$ cat src/logic/sfa_pkg.sv
// Constants and types of the fault alert serial slave
package sfa_pkg;

    // ==========================================================
    // Serial address (7 bits, without the direction bit) and switch address prefix (5 bits)
    localparam logic [6:0] SFA_POINTER_ADDR = 7'h0C;
    localparam logic [4:0] SFA_SWITCH_PREFIX = 5'h14;

    // ==========================================================
    // Status byte field positions
    localparam int SFA_SEVERE_POS = 7;
    localparam int SFA_LOGIC_A_POS = 6;
    localparam int SFA_PROG_A_POS = 5;
    localparam int SFA_LOGIC_B_POS = 4;
    localparam int SFA_PROG_B_POS = 3;
    localparam int SFA_COUNT_POS = 2;

    // ==========================================================
    // Reset and constant values
    localparam logic [7:0] SFA_RETURN_RESET = 8'h00;
    localparam logic [4:0] SFA_FLAGS_RESET = 5'h00;
    localparam logic       SFA_CHANNEL_COUNT = 1'b0;
    localparam logic [1:0] SFA_RESERVED_BITS = 2'h0;
    localparam logic       SFA_PAD_BIT = 1'b0;
    localparam logic [3:0] SFA_BITS_PER_BYTE = 4'h8;

    // ==========================================================
    // Fault inputs from the protection circuits
    typedef struct packed {
        logic thermal;
        logic uvlo;
        logic logic_a;
        logic prog_a;
        logic logic_b;
        logic prog_b;
    } sfa_fault_type;

    // Sampled pin group
    typedef struct packed {
        logic          scl;
        logic          sda;
        sfa_fault_type fault;
        logic          sel;
    } sfa_pins_type;

    // Serial slave states
    typedef enum logic [2:0] {
        SFA_IDLE, SFA_ADDR, SFA_ADDR_ACK, SFA_TX, SFA_TX_ACK,
        SFA_RX, SFA_RX_ACK, SFA_IGNORE
    } sfa_state_type;

endpackage : sfa_pkg

$ cat src/logic/sfa_slave.sv
// Fault alert serial slave: status read, return address read, alert
//
// Functional notes
// Valid read address: acknowledge, then shift data out with host clock.
// Host ends each read by not acknowledging after the data byte.
// Repeated start after a write is accepted; direction may change.
// Never a master; only unsolicited action is pulling alert low.
// Alert raised only for overcurrent, undervoltage or thermal faults.
// Fault drives alert low at once and keeps it latched.
// Momentary fault stays recorded with alert held until serviced.
// Pointer-address read releases alert and returns own address.
// Pointer byte: address in bits 7..1, bit 0 zero, resets zero.
// Return address encodes reporting channel and select pin.
// Persistent fault reasserts alert without reloading fault flags.
// Flags hold only the first occurrence until a status read.
// Spurious alert at start is cleared by a pointer-address read.
// Read at channel A address shifts status and clears flags.
// Fault still present after the clearing read latches again.
// Bit 7 latched severe flag for thermal or undervoltage lockout.
// Bits 6 and 4 latched logic supply faults, channels A and B.
// Bits 5 and 3 latched programming supply faults, A and B.
// Bit 2 reads zero for two channels; bits 1 and 0 read zero.
// Logic supply reset clears all registers; switch supplies do not.
// Lower address wins arbitration; loser withholds and keeps alert.
// Host treats the alert input as a level.
// Host must not drop data before clock while writing.
// Writes to the pointer address are refused.
// Fault mask suppresses alerts from both channels.
// Alert is an open-drain enable, low while an alert is pending.
`timescale 1ns/100ps

module sfa_slave
    import sfa_pkg::*;
(
    // Clock, reset, enable
    input  wire logic          clk,
    input  wire logic          nrst,
    input  wire logic          ce,
    // Serial bus pins
    input  wire logic          serial_clock_pin,
    input  wire logic          serial_data_in,
    output logic               serial_data_out,
    output logic               serial_data_oe_n,
    // Alert pin
    output logic               alert_out,
    output logic               alert_oe_n,
    // Fault sensing, select pin and mask from the command side
    input  wire sfa_fault_type fault_in,
    input  wire logic          addr_select_pin,
    input  wire logic          fault_alert_mask,
    // Received command byte for the write side
    output logic [7:0]         cmd_byte,
    output logic               cmd_strobe,
    output logic               cmd_channel_b
);

    // ==========================================================
    // Pin synchronisers: a change counts once stages 2 and 3 agree
    sfa_pins_type pin_raw, sync1, sync2, sync3, filt, filt_q, next_filt;
    assign pin_raw = '{scl: serial_clock_pin, sda: serial_data_in,
                       fault: fault_in, sel: addr_select_pin};
    // Filtered level takes each bit where the last two stages agree
    always_comb begin
        next_filt = (sync2 & sync3) | (filt & (sync2 | sync3));
    end
    // Synchroniser and filter registers
    always_ff @(posedge clk) begin
        if (!nrst) begin
            sync1  <= '{scl: 1'b1, sda: 1'b1, fault: '0, sel: 1'b0};
            sync2  <= '{scl: 1'b1, sda: 1'b1, fault: '0, sel: 1'b0};
            sync3  <= '{scl: 1'b1, sda: 1'b1, fault: '0, sel: 1'b0};
            filt   <= '{scl: 1'b1, sda: 1'b1, fault: '0, sel: 1'b0};
            filt_q <= '{scl: 1'b1, sda: 1'b1, fault: '0, sel: 1'b0};
        end else if (ce) begin
            sync1  <= pin_raw;
            sync2  <= sync1;
            sync3  <= sync2;
            filt   <= next_filt;
            filt_q <= filt;
        end
    end
    // Bus events on the filtered levels
    logic scl_rise, scl_fall, bus_start, bus_stop;
    assign scl_rise  = filt.scl & ~filt_q.scl;
    assign scl_fall  = ~filt.scl & filt_q.scl;
    assign bus_start = filt.scl & filt_q.scl & filt_q.sda & ~filt.sda;
    assign bus_stop  = filt.scl & filt_q.scl & ~filt_q.sda & filt.sda;

    // ==========================================================
    // Fault flags, alert and return address
    logic [4:0]    flags, next_flags;
    logic [7:0]    ret_byte, next_ret_byte;
    logic          alert_pend, next_alert_pend;
    logic          fault_any, alert_set, clr_alert, clr_flags;
    logic [7:0]    status_byte;
    logic          chan_b;
    sfa_state_type st, next_st;
    logic          is_ip;
    assign fault_any = |filt.fault;
    assign alert_set = fault_any & ~fault_alert_mask;
    assign chan_b    = ~(filt.fault.logic_a | filt.fault.prog_a)
                     & (filt.fault.logic_b | filt.fault.prog_b);
    // Byte completed to a host that then withholds or gives acknowledge
    assign clr_alert = (st == SFA_TX_ACK) & scl_rise & is_ip
                     & ~bus_start & ~bus_stop;
    assign clr_flags = (st == SFA_TX_ACK) & scl_rise & ~is_ip
                     & ~bus_start & ~bus_stop;
    // Status byte: latched flags above constant low bits
    assign status_byte = {flags, SFA_CHANNEL_COUNT,
                          SFA_RESERVED_BITS};
    // Next flag, alert and return address values; a set beats a clear
    always_comb begin
        next_flags      = clr_flags ? SFA_FLAGS_RESET : flags;
        next_ret_byte   = clr_alert ? SFA_RETURN_RESET : ret_byte;
        next_alert_pend = alert_pend & ~clr_alert;
        // Only the first occurrence is captured, again after a clear
        if (next_flags == SFA_FLAGS_RESET && fault_any) begin
            next_flags = {filt.fault.thermal | filt.fault.uvlo,
                          filt.fault.logic_a,
                          filt.fault.prog_a,
                          filt.fault.logic_b,
                          filt.fault.prog_b};
        end
        if (alert_set) begin
            next_alert_pend = 1'b1;
            if (next_ret_byte == SFA_RETURN_RESET) begin
                next_ret_byte = {SFA_SWITCH_PREFIX, filt.sel,
                                 chan_b, SFA_PAD_BIT};
            end
        end
    end
    // Registers cleared by the logic supply reset, otherwise only by reads
    always_ff @(posedge clk) begin
        if (!nrst) begin
            flags      <= SFA_FLAGS_RESET;
            ret_byte   <= SFA_RETURN_RESET;
            alert_pend <= 1'b0;
        end else if (ce) begin
            flags      <= next_flags;
            ret_byte   <= next_ret_byte;
            alert_pend <= next_alert_pend;
        end
    end
    // Open-drain alert, pulled low while pending
    assign alert_out  = 1'b0;
    assign alert_oe_n = ~alert_pend;

    // ==========================================================
    // Serial slave state machine
    logic [3:0] cnt, next_cnt;
    logic [7:0] shreg, next_shreg, txreg, next_txreg, next_cmd_byte;
    logic       drv, next_drv, rw, next_rw, next_is_ip;
    logic       macked, next_macked, next_cmd_strobe, next_cmd_chb;
    logic [6:0] own_read;
    assign own_read = {SFA_SWITCH_PREFIX, filt.sel, 1'b0};
    // Next bus state; start and stop override any state
    always_comb begin
        next_st         = st;
        next_cnt        = cnt;
        next_shreg      = shreg;
        next_txreg      = txreg;
        next_drv        = drv;
        next_rw         = rw;
        next_is_ip      = is_ip;
        next_macked     = macked;
        next_cmd_strobe = 1'b0;
        next_cmd_byte   = cmd_byte;
        next_cmd_chb    = cmd_channel_b;
        if (bus_start) begin
            next_st  = SFA_ADDR;
            next_cnt = '0;
            next_drv = 1'b0;
        end else if (bus_stop) begin
            next_st  = SFA_IDLE;
            next_drv = 1'b0;
        end else begin
            case (st)
                SFA_ADDR: begin
                    if (scl_rise) begin
                        next_shreg = {shreg[6:0], filt.sda};
                        next_cnt   = cnt + 4'h1;
                    end else if (scl_fall && cnt == SFA_BITS_PER_BYTE) begin
                        next_st = SFA_IGNORE;
                        next_rw = shreg[0];
                        next_is_ip = (shreg[7:1] == SFA_POINTER_ADDR);
                        // Pointer only answers reads while alerting
                        if ((shreg == {SFA_POINTER_ADDR, 1'b1} && alert_pend)
                            || shreg == {own_read, 1'b1}
                            || (shreg[7:2] == {SFA_SWITCH_PREFIX, filt.sel}
                                && !shreg[0])) begin
                            next_st  = SFA_ADDR_ACK;
                            next_drv = 1'b1;
                        end
                    end
                end
                SFA_ADDR_ACK: begin
                    if (scl_fall) begin
                        next_cnt = '0;
                        if (rw) begin
                            next_txreg = is_ip ? ret_byte : status_byte;
                            next_drv   = is_ip ? ~ret_byte[7]
                                               : ~status_byte[7];
                            next_st    = SFA_TX;
                        end else begin
                            next_cmd_chb = shreg[1];
                            next_drv     = 1'b0;
                            next_st      = SFA_RX;
                        end
                    end
                end
                SFA_TX: begin
                    if (scl_rise) begin
                        next_cnt = cnt + 4'h1;
                        // Released one seen low: arbitration lost
                        if (!drv && !filt.sda) begin
                            next_st = SFA_IGNORE;
                        end
                    end else if (scl_fall) begin
                        if (cnt == SFA_BITS_PER_BYTE) begin
                            next_drv = 1'b0;
                            next_st  = SFA_TX_ACK;
                        end else begin
                            next_txreg = {txreg[6:0], 1'b0};
                            next_drv   = ~txreg[6];
                        end
                    end
                end
                SFA_TX_ACK: begin
                    if (scl_rise) begin
                        next_macked = ~filt.sda;
                    end else if (scl_fall) begin
                        if (macked) begin
                            next_txreg = is_ip ? ret_byte : status_byte;
                            next_drv   = is_ip ? ~ret_byte[7]
                                               : ~status_byte[7];
                            next_cnt   = '0;
                            next_st    = SFA_TX;
                        end else begin
                            next_st = SFA_IGNORE;
                        end
                    end
                end
                SFA_RX: begin
                    if (scl_rise) begin
                        next_shreg = {shreg[6:0], filt.sda};
                        next_cnt   = cnt + 4'h1;
                    end else if (scl_fall && cnt == SFA_BITS_PER_BYTE) begin
                        next_drv = 1'b1;
                        next_st  = SFA_RX_ACK;
                    end
                end
                SFA_RX_ACK: begin
                    if (scl_fall) begin
                        next_drv        = 1'b0;
                        next_cmd_byte   = shreg;
                        next_cmd_strobe = 1'b1;
                        next_st         = SFA_IGNORE;
                    end
                end
                default: begin
                    next_drv = 1'b0;
                end
            endcase
        end
    end
    // Bus state registers
    always_ff @(posedge clk) begin
        if (!nrst) begin
            st            <= SFA_IDLE;
            cnt           <= '0;
            shreg         <= '0;
            txreg         <= '0;
            drv           <= 1'b0;
            rw            <= 1'b0;
            is_ip         <= 1'b0;
            macked        <= 1'b0;
            cmd_strobe    <= 1'b0;
            cmd_byte      <= '0;
            cmd_channel_b <= 1'b0;
        end else if (ce) begin
            st            <= next_st;
            cnt           <= next_cnt;
            shreg         <= next_shreg;
            txreg         <= next_txreg;
            drv           <= next_drv;
            rw            <= next_rw;
            is_ip         <= next_is_ip;
            macked        <= next_macked;
            cmd_strobe    <= next_cmd_strobe;
            cmd_byte      <= next_cmd_byte;
            cmd_channel_b <= next_cmd_chb;
        end
    end

    // Data pin is open drain, only ever pulled low
    assign serial_data_out  = 1'b0;
    assign serial_data_oe_n = ~drv;
endmodule : sfa_slave

$ cat config.mk
export PLATFORM = sky130hd
export DESIGN_NAME = sfa_slave
export DESIGN_NICKNAME = d
export VERILOG_FILES = /design/src/logic/sfa_pkg.sv /design/src/logic/sfa_slave.sv
export SDC_FILE = /design/constraint.sdc
export NUM_CORES = 1
export LEC_CHECK = 0
export BUFFER_PORTS_ARGS = -buffer_cell sky130_fd_sc_hd__buf_2
export CAP_MARGIN = 25
export CELL_PAD_IN_SITES_DETAIL_PLACEMENT = 0
export CELL_PAD_IN_SITES_GLOBAL_PLACEMENT = 1
export CORE_ASPECT_RATIO = 0.9
export CORE_MARGIN = 8
export CORE_UTILIZATION = 42
export CTS_CLUSTER_SIZE = 12
export DETAILED_ROUTE_END_ITERATION = 10
export PLACE_DENSITY_LB_ADDON = 0.1
export SYNTH_ARGS = -nofsm -noshare
export SYNTH_HDL_FRONTEND = slang
export SYNTH_SLANG_ARGS = --single-unit
export TNS_END_PERCENT = 10
$ cat constraint.sdc
create_clock -name clk -period 1.99 [get_ports clk]
set_input_delay 0.199 -clock clk [delete_from_list [all_inputs] [get_ports clk]]
set_output_delay 0.199 -clock clk [all_outputs]
set_load 0.01 [all_outputs]
== Yosys cells after proc, flatten, opt, wreduce, memory -nomap -nowiden ==
Index checks and enable logic that the tools add are counted.

* Flip-flop bits (word level): 88
* Latch bits: 0
* Bits in writable memories: 0
* Bits in read-only memories: 0
* Output and inout port bits: 14
* Memories: 0

* $add $sub $neg: 1
* $mul: 0
* Divide/modulo/power cells: 0
* Order comparisons: 0
* Eq/ne operators: 40
* Shift operators: 0
* Muxes and demuxes: 64
* Bitwise operators: 41
* Reduce and logical (&&, ||, !) cells: 27

{| class="wikitable"
|+ Operator list
! cell !! count
|-
| 2-to-1 mux 7 bit || 9
|-
| 2-to-1 mux 3 bit || 17
|-
| != test 4 bit (second input constant) || 12
|-
| 2-to-1 mux 4 bit || 7
|-
| AND reduction 13 bit || 2
|-
| 2-to-1 mux 8 bit || 3
|-
| 2-to-1 mux 1 bit || 22
|-
| one-hot mux 7 bit (3 select lines) || 1
|-
| AND 9 bit || 2
|-
| != test 2 bit (second input constant) || 9
|-
| bitwise OR 9 bit || 2
|-
| one-hot mux 3 bit (6 select lines) || 1
|-
| AND 1 bit || 17
|-
| inverter 1 bit || 17
|-
| != test 5 bit (second input constant) || 3
|-
| AND reduction 5 bit || 3
|-
| != test 3 bit (second input constant) || 4
|-
| one-hot mux 4 bit (3 select lines) || 1
|-
| AND reduction 12 bit || 1
|-
| AND reduction 6 bit || 2
|-
| 2-to-1 mux 5 bit || 2
|-
| == test 3 bit (second input constant) || 3
|-
| == test 8 x 5 -> 1 bit (second input constant) || 1
|-
| == test 8 bit || 1
|-
| 21 further kinds || 31
|}

== Logic depth before layout (Yosys ltp) ==
* Depth in word-level cells: 10
* Mapped depth: 9
* Mapped depth without buffers: 8

== Worst setup path before layout ==
No wires, ideal clock.

* Kind: reg-to-reg
* Start: register filt_q[8] (netlist bit)
* End: register txreg[1]
* Library setup time: 0.116 ns
* Arrival: 1.844 ns
* Data required time: 1.874 ns
* Setup slack: 0.030 ns
* Cell stages (with the launch flop): 9
* Path buffers: 1
* Cell sequence: dfxtp_1 > inv_1 > ha_1 > clkbuf_1 > or3_1 > a21oi_2 > o21bai_4 > a311o_1 > and3_1

* Longest elaborated chain between the ends: 5
* Elaborated cells between the ends (all ways): 16

{| class="wikitable"
|+ Ends and longest elaborated chain
! what !! RTL line !! source
|-
| start, declared || sfa_slave.sv:59 || <nowiki>sfa_pins_type pin_raw, sync1, sync2, sync3, filt, filt_q, next_filt;</nowiki>
|-
| start signal, assigned || sfa_slave.sv:73 || <nowiki>filt_q <= '{scl: 1'b1, sda: 1'b1, fault: '0, sel: 1'b0};</nowiki>
|-
| start signal, assigned || sfa_slave.sv:79 || <nowiki>filt_q <= filt;</nowiki>
|-
| AND 1 bit || sfa_slave.sv:86, sfa_slave.sv:87 ||
|-
| AND 1 bit (on tied branches) (2 in series) || sfa_slave.sv:86, sfa_slave.sv:87 ||
|-
| inverter 1 bit (no line) || n/a ||
|-
| AND reduction 12 bit (no line) (*) || n/a ||
|-
| end signal, assigned || sfa_slave.sv:284 || <nowiki>txreg <= next_txreg;</nowiki>
|-
| end, declared || sfa_slave.sv:151 || <nowiki>logic [7:0] shreg, next_shreg, txreg, next_txreg, next_cmd_byte;</nowiki>
|}

Every way passes the cells marked *; elsewhere a longest branch is shown, timed or not.
A chain may end at the register's enable or synchronous reset.

== Final worst setup path ==
Ends and elaborated chain as after synthesis.

==> run_results.csv <==
group,metric,value,unit
run_status,outcome,"finished clean",
clocking,cts_tree,"done",
drt,dr.pass1.iters,4,
timing,hold-worst-slack,0.0553,ns
finish,ff_latch_area,1760,um^2
worst_setup_path,start_kind,"flop",
clocking,clock_path_buffers,2,
worst_setup_path,worstPathRequired,2.24,ns
timing,finalHoldViolations,0,
logic_synthesis,synth_cell_types,59,
pwr,ir_drop,0.482,mV
finish,fin_nets,496,
worst_setup_path,critPathCaptureType,"flop",
place,gp_congestion,0.831,
global_routing,use_met2,0.208,
place,dpl_worst_slack,0.0454,ns
global_routing,gr-total-overflow,0,
drt,wirelength,8910,um
global_routing,met3_usage,0.0397,
clocking,clk_pin_slew,0.09,ns
clocking,cts_hold_buffers,0,
logic_synthesis,synth_area_leaders,"dfxtp_1 42%, mux2i_1 13%, nor2b_1 7.4%",
logic_synthesis,synth_cells,445,
drt,wire_per_inst,14.6,um
finish,area_growth_syn_to_layout,13.1,%
worst_setup_path,cp.arrival,2.18,ns
drt,vias,3180,
finish,multi_input_area,2300,um^2
timing,setup_ws,0.0650,ns
logic_synthesis,syn_area,4200,um^2
die,rows,34,
timing,skew,0.0113,ns
logic_synthesis,ys.flop_type,"dfxtp_1",
global_routing,grt_pass1_vias,3105,
die,dieArea,13500,um^2
timing,slew_headroom,0.649,
global_routing,antenna_found_initial,0,
clocking,h-tree-depth,3,
finish,fin_area,4750,um^2
timing,tightest_slew,0.525,ns
die,core-area,9700,um^2
clocking,clock-sinks,88,
logic_synthesis,synth_common_cells,"88 x dfxtp_1, 56 x mux2i_1, 50 x nor2b_1",
logic_synthesis,synthMostInstantiatedCell,"dfxtp_1",
logic_synthesis,yosysTopAreaCell,"dfxtp_1",
logic_synthesis,synth-seq-area-share,0.420,
global_routing,grt_use_total,0.137,
place,place_area,4530,um^2
timing,fmax,0.519,GHz
clocking,cts_made_buffers,9,
global_routing,grt_use_met1,0.181,
drt,drtIter0Drc,130,
die,die_h,111,um
finish,antennaDiodeCount,0,
place,dp_hpwl,6350,um
clocking,cts_repair_resize_count,0,
timing,rsz0062_at_grt,"yes",
min_path,hold_path_class,"in2reg",
finish,drive_gt1_frac,0.180,
place,io_buffers,24,
finish,fillers,953,
clocking,clock_latency,0.36,ns
global_routing,grt_max_degree,31,
drt,via_per_inst,5.22,
logic_synthesis,synth_top_cell_area_share,0.420,
timing,finalCritPeriodShare,0.967,
pwr,power_leakage,1.85,nW
global_routing,grt_pass1_wl,15200,um
timing,setup_viol,0,
global_routing,gr-max-usage-layer,"met2",
run,cap_violations,0,
timing,min_period,1.93,ns
die,io_pins,27,
pwr,powerDensity,843,nW/um^2
timing,drv_slew,0,
logic_synthesis,synth_area_per_cell,9.44,um^2
drt,ant_nets,0,
logic_synthesis,ys_warn_count,0,
clocking,post_cts_buffers,0,
worst_setup_path,worstSetupPathType,"reg2reg",
drt,drc,0,
die,fp.dieW,121,um
logic_synthesis,async_flop_share,0,
timing,fin_setup_tns,0,ns
logic_synthesis,synth_seq_cells,88,
die,start_util,0.433,
logic_synthesis,synth_edf_count,0,
clocking,cts_root_buf,"clkbuf_8",
worst_setup_path,cp_max_fo,5,
## metrics by stage
step            util  instances  total power [mW]
2_1_floorplan      -        446              2.53
3_3_place_gp   0.467        593              2.77
3_5_place_dp   0.467        593              2.77
4_1_cts        0.487        609              4.00
5_1_grt        0.490        609              4.22
6_report       0.490        609              4.01
## power breakdown
part	internal (mW)	switching (mW)	total (mW)
clock	0.582	0.647	1.23
combinational	0.406	0.468	0.875
sequential	1.82	0.0807	1.90
total	2.81	1.20	4.01
## worst max-delay path, stage by stage, from the launching register on
cell and delay (ns):
dfxtp_2 0.35, inv_1 0.06, ha_1 0.23, or3_1 0.40, a21oi_2 0.19, o21bai_4 0.09, a311o_1 0.32, and3_1 0.18
## area by class of cell
type / count / share of cell area
Tap cell: 126 / 0.0332
Timing Repair Buffer: 48 / 0.0640
Inverter: 10 / 0.00790
Sequential cell: 88 / 0.371
Clock inverter: 5 / 0.0119
Clock buffer: 11 / 0.0277
Multi-Input combinational cell: 321 / 0.484
## registers in the layout (all words and copies together), names as in the netlist, 2 cells and up
name,flops
filt,9
sync1,9
sync2,9
sync3,9
cmd_byte,8
ret_byte,8
shreg,8
txreg,7
flags,5
cnt,4
st,3
filt_q,2
## layer usage
layer | share of wire | up-vias
li1 | - | 1630
met1 | 0.50 | 1496
met2 | 0.45 | 44
met3 | 0.036 | 10
met4 | 0.015 | 0
met5 | 0 | -
## placed cells by master (no fill, tap or decap), types with 5 or more instances in the layout
cell type,instances
nor2_1,14
o21a_1,5
buf_2,24
a21oi_1,12
a21o_1,8
nand3_1,7
inv_1,10
and2_1,9
nand4_1,5
nand2_1,41
and3_1,6
ha_1,5
clkbuf_8,9
o21ai_0,17
a21boi_0,10
nor2b_1,50
mux2i_1,56
a22o_1,6
buf_4,23
dfxtp_1,86
a211o_1,5
## path summary, 6_finish.rpt
check / end / slack, ns / from / depth (start not counted)
min reg2reg: filt[6] / 0.47 / sync3[6] / 2
min: sync1[8] / 0.06 / serial_clock_pin / 3
max: txreg[1] / 0.06 / filt_q[8] / 7
max reg2reg: txreg[1] / 0.06 / filt_q[8] / 7
## logic make-up (layout without fill, tap and decap cells)
group                      count (synthesis)  count (layout)  synth area share
AOI/OAI and AO/OA                         93              93             0.164
other                                      1               2          0.000893
DFF                                       88              88             0.420
and+or+nand+nor                          164             164             0.226
xor gates and xnor gates                   1               1           0.00209
buffers and inverters                     37              74            0.0396
adders and majority gates                  5               5            0.0149
muxes                                     56              56             0.133
No activity file was read; power rests on OpenSTA's default activity.
